--- src/verilog/ppm_consts.svh ---
`ifndef PPM_CONSTS_SVH
`define PPM_CONSTS_SVH

// ----------------------------------------------------------------------
// Configuration space placement
// ----------------------------------------------------------------------
`define PPM_CSR_OFFSET      8'ha4
`define PPM_BSE_OFFSET      8'ha6
`define PPM_DATA_OFFSET     8'ha7
`define PPM_ADDR_W          8
`define PPM_DATA_W          32
`define PPM_BE_W            4

// ----------------------------------------------------------------------
// Field positions
// ----------------------------------------------------------------------
`define PPM_FLAG_BIT        15
`define PPM_EN_BIT          8
`define PPM_LEVEL_MSB       1
`define PPM_LEVEL_LSB       0
`define PPM_LANE_LEVEL      0
`define PPM_LANE_CTRL       1
`define PPM_LANE_FLAG_BIT   7
`define PPM_LANE_EN_BIT     0

// ----------------------------------------------------------------------
// Reset and fixed values
// ----------------------------------------------------------------------
`define PPM_CSR_RESET       16'h0000
`define PPM_BSE_RESET       8'hc0
`define PPM_DATA_RESET      8'h00
`define PPM_LEVEL_D0        2'h0
`define PPM_LEVEL_D3HOT     2'h3
`define PPM_BPCC_BIT        7
`define PPM_B2B3_BIT        6

`endif

--- src/verilog/ppm_pkg.sv ---
`default_nettype none
`include "ppm_consts.svh"

package ppm_pkg;

    // ------------------------------------------------------------------
    // Configuration access carriers
    // ------------------------------------------------------------------
    // One configuration request, dword addressed by byte address.
    typedef struct packed {
        logic                       wr;
        logic                       rd;
        logic [`PPM_ADDR_W-1:0]     addr;
        logic [`PPM_BE_W-1:0]       be;
        logic [`PPM_DATA_W-1:0]     wdata;
    } ppm_cfg_req_s;

    // Answer to a request, valid for one cycle.
    typedef struct packed {
        logic                       ack;
        logic [`PPM_DATA_W-1:0]     rdata;
    } ppm_cfg_rsp_s;

    // Secondary bus controls.
    typedef struct packed {
        logic                       clk_stop;
        logic                       power_off;
    } ppm_sec_bus_s;

    // Secondary bus condition.
    typedef enum logic [1:0] {
        SB_ON,
        SB_CLK_STOPPED,
        SB_POWER_OFF
    } ppm_sec_state_e;

    typedef logic [1:0] ppm_level_t;

endpackage

`default_nettype wire

--- src/verilog/ppm_csr.sv ---
`default_nettype none
`include "ppm_consts.svh"

// Notes on behaviour
// - Internal D3hot exit reset spares this register.
// - D3hot to D0 resets rest of function.
// - Wake flag sets on event, enable ignored.
// - Writing one clears flag, releases wake pin.
// - Data multiplier field reads zero.
// - Data selector field reads zero.
// - Wake pin driven only when enabled.
// - Wake enable cleared only by global reset.
// - Bus reset clears flag only when disabled.
// - Reserved bits of both registers read zero.
// - Power level reports and sets state.
// - Bus power clock control reads one.
// - Without bus control, level leaves bus alone.
// - Hot state action bit picks B2 or B3.
// - Power data register reads zero.

module ppm_csr
    import ppm_pkg::*;
(
    input  wire logic           i_clock,
    input  wire logic           i_rst_b,
    input  wire logic           i_bus_reset_input_b,
    input  wire ppm_cfg_req_s   i_cfg_req,
    input  wire logic           i_wake_event,
    output ppm_cfg_rsp_s        o_cfg_rsp,
    output logic                o_wake_pin_out,
    output logic                o_wake_pin_oe_b,
    output logic                o_d3_exit_reset,
    output ppm_sec_bus_s        o_sec_bus,
    output ppm_level_t          o_power_level
);

    // ------------------------------------------------------------------
    // Fixed register contents
    // ------------------------------------------------------------------

    // These values are constants, so no write path can reach them.
    localparam logic [7:0] BSE_VALUE  = `PPM_BSE_RESET;
    localparam logic [7:0] DATA_VALUE = `PPM_DATA_RESET;
    localparam logic       SECONDARY_BUS_POWER_CLOCK_CTL    = BSE_VALUE[`PPM_BPCC_BIT];
    localparam logic       B2B3_SEL   = BSE_VALUE[`PPM_B2B3_BIT];

    // Dword index of the power management group.
    localparam logic [5:0] CSR_DWORD  = 6'(`PPM_CSR_OFFSET >> 2);

    // ------------------------------------------------------------------
    // Storage
    // ------------------------------------------------------------------

    ppm_level_t         level_r;
    logic               wake_en_r;
    logic               wake_flag_r;
    logic               bus_rst_b_s;
    logic               bus_rst;

    // ------------------------------------------------------------------
    // Bus reset synchroniser
    // ------------------------------------------------------------------

    // The bus reset pin is not on this clock, so it is synchronised
    // before any register looks at it; it then acts as a clocked clear.
    ppm_sync2 u_bus_rst_sync (
        .i_clock (i_clock),
        .i_rst_b (i_rst_b),
        .i_async (i_bus_reset_input_b),
        .o_sync  (bus_rst_b_s)
    );

    assign bus_rst = ~bus_rst_b_s;

    // ------------------------------------------------------------------
    // Request decode
    // ------------------------------------------------------------------

    // True when a write hits the power management dword on one lane.
    function automatic logic lane_write(
        input ppm_cfg_req_s req,
        input int unsigned  lane
    );
        logic hit;
        hit = req.wr && (req.addr[7:2] == CSR_DWORD);
        return hit && req.be[lane];
    endfunction

    logic               wr_level;
    logic               wr_ctrl;
    logic [7:0]         ctrl_byte;
    logic               clear_flag;
    logic               exit_d3;

    // The low lane holds the power level, the next lane the wake bits.
    // The upper two lanes are read only and their strobes are dropped.
    assign wr_level   = lane_write(i_cfg_req, `PPM_LANE_LEVEL);
    assign wr_ctrl    = lane_write(i_cfg_req, `PPM_LANE_CTRL);
    assign ctrl_byte  = i_cfg_req.wdata[15:8];

    // Only a one written to the flag position clears it.
    assign clear_flag = wr_ctrl && ctrl_byte[`PPM_LANE_FLAG_BIT];

    // A write that takes the function from D3hot to D0.
    assign exit_d3 = wr_level
                  && (level_r == `PPM_LEVEL_D3HOT)
                  && (i_cfg_req.wdata[`PPM_LEVEL_MSB:`PPM_LEVEL_LSB]
                      == `PPM_LEVEL_D0);

    // ------------------------------------------------------------------
    // Power level field
    // ------------------------------------------------------------------

    // Any encoding is accepted, since all four states are supported.
    // The internal D3hot exit reset does not reach this register.
    always_ff @(posedge i_clock or negedge i_rst_b) begin
        if (!i_rst_b) begin
            level_r <= `PPM_LEVEL_D0;
        end else if (bus_rst) begin
            level_r <= `PPM_LEVEL_D0;
        end else if (wr_level) begin
            level_r <= i_cfg_req.wdata[`PPM_LEVEL_MSB:`PPM_LEVEL_LSB];
        end
    end

    // ------------------------------------------------------------------
    // Wake assert enable
    // ------------------------------------------------------------------

    // Only the global reset clears it; the bus reset and the internal
    // reset leave it alone so that a wake survives a bus reset.
    always_ff @(posedge i_clock or negedge i_rst_b) begin
        if (!i_rst_b) begin
            wake_en_r <= 1'b0;
        end else if (wr_ctrl) begin
            wake_en_r <= ctrl_byte[`PPM_LANE_EN_BIT];
        end
    end

    // ------------------------------------------------------------------
    // Wake event flag
    // ------------------------------------------------------------------

    // An event in the same cycle as a clear or a bus reset keeps the flag
    // set, so a wake request is never dropped on the floor.
    always_ff @(posedge i_clock or negedge i_rst_b) begin
        if (!i_rst_b) begin
            wake_flag_r <= 1'b0;
        end else if (i_wake_event) begin
            wake_flag_r <= 1'b1;
        end else if (bus_rst && !wake_en_r) begin
            wake_flag_r <= 1'b0;
        end else if (clear_flag) begin
            wake_flag_r <= 1'b0;
        end
    end

    // ------------------------------------------------------------------
    // Wake pin drive
    // ------------------------------------------------------------------

    // The pin is open drain: it only ever pulls low, so the output level
    // is held at zero and the enable alone decides the wire.
    always_ff @(posedge i_clock or negedge i_rst_b) begin
        if (!i_rst_b) begin
            o_wake_pin_out <= 1'b0;
        end else begin
            o_wake_pin_out <= 1'b0;
        end
    end

    // Drive low while the flag is set and the enable allows it.  The
    // next-state terms are used so that a clear releases the pin in the
    // same edge that clears the flag.
    always_ff @(posedge i_clock or negedge i_rst_b) begin
        if (!i_rst_b) begin
            o_wake_pin_oe_b <= 1'b1;
        end else begin
            o_wake_pin_oe_b <= ~(wake_en_nxt() && wake_flag_nxt());
        end
    end

    // Next value of the enable, mirroring its register above.
    function automatic logic wake_en_nxt();
        return wr_ctrl ? ctrl_byte[`PPM_LANE_EN_BIT] : wake_en_r;
    endfunction

    // Next value of the flag, mirroring its register above.
    function automatic logic wake_flag_nxt();
        logic v;
        v = wake_flag_r;
        if (i_wake_event) begin
            v = 1'b1;
        end else if (bus_rst && !wake_en_r) begin
            v = 1'b0;
        end else if (clear_flag) begin
            v = 1'b0;
        end
        return v;
    endfunction

    // ------------------------------------------------------------------
    // Internal reset on D3hot exit
    // ------------------------------------------------------------------

    // One cycle pulse to the rest of the function.  Context bits and
    // global-reset-only bits elsewhere must ignore it; this block's own
    // registers are deliberately not wired to it.
    always_ff @(posedge i_clock or negedge i_rst_b) begin
        if (!i_rst_b) begin
            o_d3_exit_reset <= 1'b0;
        end else begin
            o_d3_exit_reset <= exit_d3;
        end
    end

    // ------------------------------------------------------------------
    // Exported power level
    // ------------------------------------------------------------------

    // Registered copy for the rest of the function.
    always_ff @(posedge i_clock or negedge i_rst_b) begin
        if (!i_rst_b) begin
            o_power_level <= `PPM_LEVEL_D0;
        end else if (bus_rst) begin
            o_power_level <= `PPM_LEVEL_D0;
        end else if (wr_level) begin
            o_power_level <= i_cfg_req.wdata[`PPM_LEVEL_MSB:`PPM_LEVEL_LSB];
        end
    end

    // ------------------------------------------------------------------
    // Secondary bus control
    // ------------------------------------------------------------------

    // The sequencer follows the stored level, one cycle behind a write.
    ppm_secbus_ctl u_secbus (
        .i_clock   (i_clock),
        .i_rst_b   (i_rst_b),
        .i_level   (level_r),
        .i_secondary_bus_power_clock_ctl (SECONDARY_BUS_POWER_CLOCK_CTL),
        .i_b2b3    (B2B3_SEL),
        .o_sec     (o_sec_bus)
    );

    // ------------------------------------------------------------------
    // Read data
    // ------------------------------------------------------------------

    logic [15:0]        csr_word;
    logic [31:0]        rd_word;

    // Unlisted bits of the control word stay zero: the multiplier, the
    // selector and the reserved span all read as zeros.
    always_comb begin
        csr_word = `PPM_CSR_RESET;
        csr_word[`PPM_FLAG_BIT] = wake_flag_r;
        csr_word[`PPM_EN_BIT]   = wake_en_r;
        csr_word[`PPM_LEVEL_MSB:`PPM_LEVEL_LSB] = level_r;
    end

    // Other dwords in this window answer with zero data.
    always_comb begin
        rd_word = {DATA_VALUE, BSE_VALUE, `PPM_CSR_RESET};
        if (i_cfg_req.addr[7:2] == CSR_DWORD) begin
            rd_word = {DATA_VALUE, BSE_VALUE, csr_word};
        end else begin
            rd_word = {`PPM_DATA_RESET, `PPM_DATA_RESET, `PPM_CSR_RESET};
        end
    end

    // ------------------------------------------------------------------
    // Answer
    // ------------------------------------------------------------------

    // Every request is answered one cycle after it is taken; writes
    // return zero data.  Reads have no side effects.
    always_ff @(posedge i_clock or negedge i_rst_b) begin
        if (!i_rst_b) begin
            o_cfg_rsp.ack   <= 1'b0;
            o_cfg_rsp.rdata <= {`PPM_DATA_RESET, `PPM_DATA_RESET, `PPM_CSR_RESET};
        end else begin
            o_cfg_rsp.ack   <= i_cfg_req.rd || i_cfg_req.wr;
            o_cfg_rsp.rdata <= i_cfg_req.rd ? rd_word
                             : {`PPM_DATA_RESET, `PPM_DATA_RESET, `PPM_CSR_RESET};
        end
    end

endmodule

`default_nettype wire

--- src/verilog/ppm_secbus_ctl.sv ---
`default_nettype none
`include "ppm_consts.svh"

// ----------------------------------------------------------------------
// Secondary bus clock and power sequencing.
// ----------------------------------------------------------------------
module ppm_secbus_ctl
    import ppm_pkg::*;
(
    input  wire logic           i_clock,
    input  wire logic           i_rst_b,
    input  wire ppm_level_t     i_level,
    input  wire logic           i_secondary_bus_power_clock_ctl,
    input  wire logic           i_b2b3,
    output ppm_sec_bus_s        o_sec
);

    ppm_sec_state_e     state_r;
    ppm_sec_state_e     state_nxt;

    // Pick the action for D3hot; without bus control the level is ignored.
    always_comb begin
        state_nxt = SB_ON;
        case (state_r)
            SB_ON, SB_CLK_STOPPED, SB_POWER_OFF: begin
                if (i_secondary_bus_power_clock_ctl && (i_level == `PPM_LEVEL_D3HOT)) begin
                    state_nxt = i_b2b3 ? SB_CLK_STOPPED : SB_POWER_OFF;
                end
            end
            default: begin
                state_nxt = SB_ON;
            end
        endcase
    end

    // State and registered controls move together.
    always_ff @(posedge i_clock or negedge i_rst_b) begin
        if (!i_rst_b) begin
            state_r         <= SB_ON;
            o_sec.clk_stop  <= 1'b0;
            o_sec.power_off <= 1'b0;
        end else begin
            state_r         <= state_nxt;
            o_sec.clk_stop  <= (state_nxt == SB_CLK_STOPPED);
            o_sec.power_off <= (state_nxt == SB_POWER_OFF);
        end
    end

endmodule

`default_nettype wire

--- src/verilog/ppm_sync2.sv ---
`default_nettype none

// ----------------------------------------------------------------------
// Two flop synchroniser, resets to the asserted level of a low pin.
// ----------------------------------------------------------------------
module ppm_sync2 (
    input  wire logic   i_clock,
    input  wire logic   i_rst_b,
    input  wire logic   i_async,
    output logic        o_sync
);

    logic               meta_r;

    // Only the second flop reads the first one, to contain metastability.
    always_ff @(posedge i_clock or negedge i_rst_b) begin
        if (!i_rst_b) begin
            meta_r <= 1'b0;
            o_sync <= 1'b0;
        end else begin
            meta_r <= i_async;
            o_sync <= meta_r;
        end
    end

endmodule

`default_nettype wire
--- config.mk ---
export PLATFORM = sky130hd
export DESIGN_NAME = ppm_csr
export DESIGN_NICKNAME = d
export VERILOG_FILES = /design/src/verilog/ppm_pkg.sv /design/src/verilog/ppm_csr.sv /design/src/verilog/ppm_secbus_ctl.sv /design/src/verilog/ppm_sync2.sv
export VERILOG_INCLUDE_DIRS = /design/src /design/src/verilog
export SDC_FILE = /design/constraint.sdc
export NUM_CORES = 1
export LEC_CHECK = 0
export ABC_AREA = 1
export BUFFER_PORTS_ARGS = -buffer_cell sky130_fd_sc_hd__buf_4
export CORE_MARGIN = 3
export CORE_UTILIZATION = 34
export CTS_BUF_LIST = sky130_fd_sc_hd__clkbuf_4
export DETAILED_ROUTE_END_ITERATION = 16
export GPL_ROUTABILITY_DRIVEN = 0
export PLACE_DENSITY = 0.87
export SETUP_SLACK_MARGIN = 0.05
export SLEW_MARGIN = 20
export SYNTH_ARGS = -nofsm -noshare
export SYNTH_HDL_FRONTEND = slang
export SYNTH_SLANG_ARGS = --single-unit
--- constraint.sdc ---
create_clock -name i_clock -period 1.45 [get_ports i_clock]
set_clock_uncertainty 0.2 [all_clocks]
set_input_delay 0.0725 -clock i_clock [delete_from_list [all_inputs] [get_ports i_clock]]
set_output_delay 0.0725 -clock i_clock [all_outputs]
set_load 0.02 [all_outputs]
==> flow_summary.html <==
<table>
<tr><th>Metric</th><th>Value</th></tr>
<tr><th colspan="2">Critical path</th></tr>
<tr><td>Critical Path End Type</td><td>register</td></tr>
<tr><td>Critical R2R Capture</td><td>o_d3_exit_reset</td></tr>
<tr><td>CP startpoint kind</td><td>primary input</td></tr>
<tr><td>Start-to-end type of the worst setup path</td><td>in -&gt; reg</td></tr>
<tr><td>R2R depth</td><td>3</td></tr>
<tr><td>CP cell instances</td><td>dlygate4sd3_1, buf_4, inv_1, nor2_4, nand2_1, nand2_1, o21ai_0</td></tr>
<tr><td>Startpoint of the worst register-to-register path</td><td>o_power_level[0]</td></tr>
<tr><td>Setup slack of the most critical reg-to-reg path</td><td>0.29 ns</td></tr>
<tr><td>CP bufs+invs</td><td>3</td></tr>
<tr><td>Worst endpoint data arrival time</td><td>1.27 ns</td></tr>
<tr><td>Cell at the slowest stage of the critical path</td><td>sky130_fd_sc_hd__dlygate4sd3_1</td></tr>
<tr><td>Required time of the worst setup path</td><td>1.45 ns</td></tr>
<tr><td>Crit. path cell count</td><td>7</td></tr>
<tr><td>Largest stage delay on the critical path</td><td>0.54 ns</td></tr>
<tr><td>Most common cell type on the critical path</td><td>sky130_fd_sc_hd__nand2_1</td></tr>
<tr><td>Category of cells accounting for the largest share of critical-path delay</td><td>buffers and inverters</td></tr>
<tr><td>Top fanout value on the critical path</td><td>4</td></tr>
<tr><th colspan="2">Synth</th></tr>
<tr><td>Most used flip-flop cell after synthesis</td><td>sky130_fd_sc_hd__dfrtp_1</td></tr>
<tr><td>Syn Area/Cell</td><td>9.04 um2</td></tr>
<tr><td>Number of synthesized register bits</td><td>15</td></tr>
<tr><td>Cells taking the most area after synthesis</td><td>sky130_fd_sc_hd__dfrtp_1, sky130_fd_sc_hd__buf_4, sky130_fd_sc_hd__inv_1</td></tr>
<tr><td>Number of synthesized flops with an enable pin</td><td>0</td></tr>
<tr><td>Synth cell count leaders</td><td>sky130_fd_sc_hd__buf_4, sky130_fd_sc_hd__dfrtp_1, sky130_fd_sc_hd__inv_1</td></tr>
<tr><td>Largest area contributor in the netlist</td><td>sky130_fd_sc_hd__dfrtp_1</td></tr>
<tr><td>Seq/Total Area, Yosys</td><td>0.473</td></tr>
<tr><td>Fraction of synthesized cell area taken by the top area cell type</td><td>0.440</td></tr>
<tr><td>Leading cell type by number of instances after synthesis</td><td>sky130_fd_sc_hd__buf_4</td></tr>
<tr><td>Number of distinct library cells after synthesis</td><td>14</td></tr>
<tr><td>Post-synthesis instance area</td><td>796 um2</td></tr>
<tr><td>Ys async rst share</td><td>1.00</td></tr>
<tr><td>Synthesized instance count</td><td>88</td></tr>
<tr><td>Synth Warn #</td><td>0</td></tr>
<tr><th colspan="2">Detailed routing</th></tr>
<tr><td>Average wire length per cell after detail routing</td><td>9.60 um</td></tr>
<tr><td>1st-iter DRT viols</td><td>8</td></tr>
<tr><td>Final routed DRC violation total</td><td>0</td></tr>
<tr><td>Total number of vias</td><td>623</td></tr>
<tr><td>Via-to-Cell Ratio</td><td>3.89</td></tr>
<tr><td>Router iterations before antenna repair</td><td>4</td></tr>
<tr><td>Overall routed net length</td><td>1540 um</td></tr>
<tr><td>Final ANT Viol Nets</td><td>0</td></tr>
<tr><th colspan="2">STA</th></tr>
<tr><td>Final setup violation count</td><td>0</td></tr>
<tr><td>Max Slew Vio Count</td><td>0</td></tr>
<tr><td>RSZ-0062 raised after global routing</td><td>false</td></tr>
<tr><td>Share of the cycle needed by the critical path after routing</td><td>0.875</td></tr>
<tr><td>Final setup margin</td><td>0.182 ns</td></tr>
<tr><td>Fmax</td><td>0.789 GHz</td></tr>
<tr><td>Post-layout minimum cycle time</td><td>1.27 ns</td></tr>
<tr><td>Final Hold Vio Count</td><td>0</td></tr>
<tr><td>Worst Hold Slack</td><td>0.109 ns</td></tr>
<tr><td>TNS Setup</td><td>0 ns</td></tr>
<tr><th colspan="2">Worst hold path</th></tr>
<tr><td>Hold endpoint</td><td>o_cfg_rsp[22]</td></tr>
<tr><td>Worst hold stages</td><td>5</td></tr>
<tr><td>Hold wc startpoint</td><td>i_cfg_req[42]</td></tr>
<tr><td>Type of the worst min-delay path</td><td>in -&gt; reg</td></tr>
<tr><th colspan="2">Pwr</th></tr>
<tr><td>PnR Total Power</td><td>0.853 mW</td></tr>
<tr><td>Seq pwr share</td><td>0.509</td></tr>
<tr><td>Power share of the clock group</td><td>0.290</td></tr>
<tr><td>Power per Cell Area</td><td>769 mW/mm2</td></tr>
<tr><td>Maximum VDD drop</td><td>0.494 mV</td></tr>
<tr><td>Switching component of the power</td><td>0.235 mW</td></tr>
<tr><td>Proportion of power drawn by combinational gates</td><td>0.201</td></tr>
<tr><td>Switching Share</td><td>0.275</td></tr>
<tr><td>Static leakage power</td><td>0.606 nW</td></tr>
<tr><td>Cell-internal power</td><td>0.618 mW</td></tr>
<tr><th colspan="2">Placed design</th></tr>
<tr><td>Placed instance area</td><td>931 um2</td></tr>
<tr><td>Hpwl dp</td><td>1100 um</td></tr>
<tr><td>Worst slack at placement</td><td>0.303 ns</td></tr>
<tr><td>Number of port buffers</td><td>29</td></tr>
<tr><td>Total placed cells including tap cells</td><td>142</td></tr>
<tr><th colspan="2">Finish</th></tr>
<tr><td>Layout fillers</td><td>186</td></tr>
<tr><td>Fin area</td><td>0.00111 mm2</td></tr>
<tr><td>Ratio of cells with drive above 1 in the final layout</td><td>0.308</td></tr>
<tr><td>Final standard cell utilization of the core</td><td>0.532</td></tr>
<tr><td>Antenna Cells</td><td>0</td></tr>
<tr><td>Nets@finish</td><td>184</td></tr>
<tr><td>Post-route insts no fill</td><td>160</td></tr>
<tr><td>Area added between synthesis and finish</td><td>39.3%</td></tr>
<tr><th colspan="2">Clock tree</th></tr>
<tr><td>Clock root buffer master</td><td>sky130_fd_sc_hd__clkbuf_4</td></tr>
<tr><td>Clock Tree Buf Depth</td><td>2</td></tr>
<tr><td>Clock latency on the worst-skew pair</td><td>0.28 ns</td></tr>
<tr><td>CTS buffer count</td><td>3</td></tr>
<tr><td>Clock tree from TritonCTS</td><td>yes</td></tr>
<tr><td>Number of sinks handled by clock tree synthesis</td><td>15</td></tr>
<tr><td>Clk slew on worst S/H paths</td><td>0.08 ns</td></tr>
<tr><td>Count of H-tree levels built during CTS</td><td>1</td></tr>
<tr><th colspan="2">Floorplanning</th></tr>
<tr><td>Die outline area</td><td>0.00296 mm2</td></tr>
<tr><td>Starting Density</td><td>0.382</td></tr>
<tr><td>I/O pin total</td><td>90</td></tr>
<tr><td>Core ar.</td><td>0.00208 mm2</td></tr>
<tr><td>Die outline height</td><td>54.4 um</td></tr>
<tr><td>Die Wd</td><td>54.4 um</td></tr>
<tr><td>Number of core rows</td><td>16</td></tr>
<tr><th colspan="2">GRT</th></tr>
<tr><td>Number of global-route vias before repair</td><td>576</td></tr>
<tr><td>Total Routing Usage GR</td><td>0.114</td></tr>
<tr><td>Antenna violations before repair</td><td>0</td></tr>
<tr><td>First-pass GRT wire length</td><td>2300 um</td></tr>
<tr><td>Largest net degree at the start of global routing</td><td>16</td></tr>
<tr><td>Total gr overflow</td><td>0</td></tr>
<tr><th colspan="2">Job</th></tr>
<tr><td>Max-cap viol count</td><td>0</td></tr>
<tr><th colspan="2">Outcome</th></tr>
<tr><td>Outcome</td><td>finished, final reports clean</td></tr>
</table>
layer usage:
layer  wire length (um)  up-vias  track usage
li1                   -      295            -
met1                442      281       0.0924
met2                853       41        0.225
met3                191        6       0.0245
met4                 50        0       0.0913
met5                  0        -            0
final cells by class:
| type | count | area, um2 | share of cell area |
|---|---|---|---|
| repair buffers | 43 | 360 | 0.325 |
| inverters | 12 | 45.0 | 0.0406 |
| flip-flops and latches | 15 | 377 | 0.340 |
| multi-input cells | 59 | 263 | 0.237 |
| clock buffers | 4 | 30.0 | 0.0271 |
| well taps | 27 | 33.8 | 0.0305 |
how the worst max path moves through the flow:
| stage | from | endpoint | slack, ns |
|---|---|---|---|
| 4_1_cts | i_cfg_req[39] | o_power_level[0] | 0.07 |
| 2_1_floorplan | o_power_level[1] | o_d3_exit_reset | 0.22 |
| 3_3_place_gp | o_power_level[1] | o_d3_exit_reset | 0.33 |
| 6_report | i_cfg_req[45] | o_power_level[0] | 0.18 |
| 5_1_grt | i_cfg_req[45] | o_power_level[0] | 0.09 |
| 3_5_place_dp | i_cfg_req[39] | o_power_level[0] | 0.30 |
cell usage in the layout (no fill, tap or decap), types with 2 or more instances in the layout:
cell type,count
sky130_fd_sc_hd__buf_4,29
sky130_fd_sc_hd__conb_1,28
sky130_fd_sc_hd__dfrtp_1,14
sky130_fd_sc_hd__dlygate4sd3_1,13
sky130_fd_sc_hd__inv_1,12
sky130_fd_sc_hd__nand2_1,11
sky130_fd_sc_hd__nor2_1,7
sky130_fd_sc_hd__clkbuf_4,4
sky130_fd_sc_hd__nand3_1,3
sky130_fd_sc_hd__nor2_2,2
sky130_fd_sc_hd__nand3_2,2
sky130_fd_sc_hd__o21ai_0,2
worst reg2reg max path, cell delays in order, from the launching register on:
cell and delay (ns):
sky130_fd_sc_hd__dfrtp_1 0.37, sky130_fd_sc_hd__nand2_1 0.07, sky130_fd_sc_hd__or2_2 0.27, sky130_fd_sc_hd__nor3_1 0.17
kinds of logic (layout without fill, tap and decap cells):
kind of cell | Yosys count | in the layout | share of synthesized area
AND/OR/NAND/NOR | 29 | 29 | 0.179
buffers and inverters | 41 | 59 | 0.330
AO/OA/AOI/OAI | 2 | 2 | 0.0126
flip-flops | 15 | 15 | 0.473
other | 1 | 28 | 0.00471
sequential cells by signal, indices dropped and copies added (netlist names):
register and cells:
o_power_level 2, o_d3_exit_reset 1, u_secbus.state_r 1, wake_flag_r 1, u_bus_rst_sync.meta_r 1, wake_en_r 1, u_bus_rst_sync.o_sync 1, o_cfg_rsp 6
o_wake_pin_oe_b 1
repair_timing:
item	CTS	global route
resized for setup	0	2
buffers inserted	0	0
endpoints found under the setup margin	0	7
hold buffers	14	0
hold endpoints to repair	25	0
power groups by stage:
stage	Clock [mW]	Combinational, mW	Sequential [mW]
after floorplan	0	0.140	0.447
after global placement	0	0.138	0.442
after detailed placement	0	0.141	0.443
after CTS	0.253	0.168	0.434
after global routing	0.270	0.187	0.436
final	0.247	0.172	0.434
Note: power is estimated with default switching activity, not from simulation.
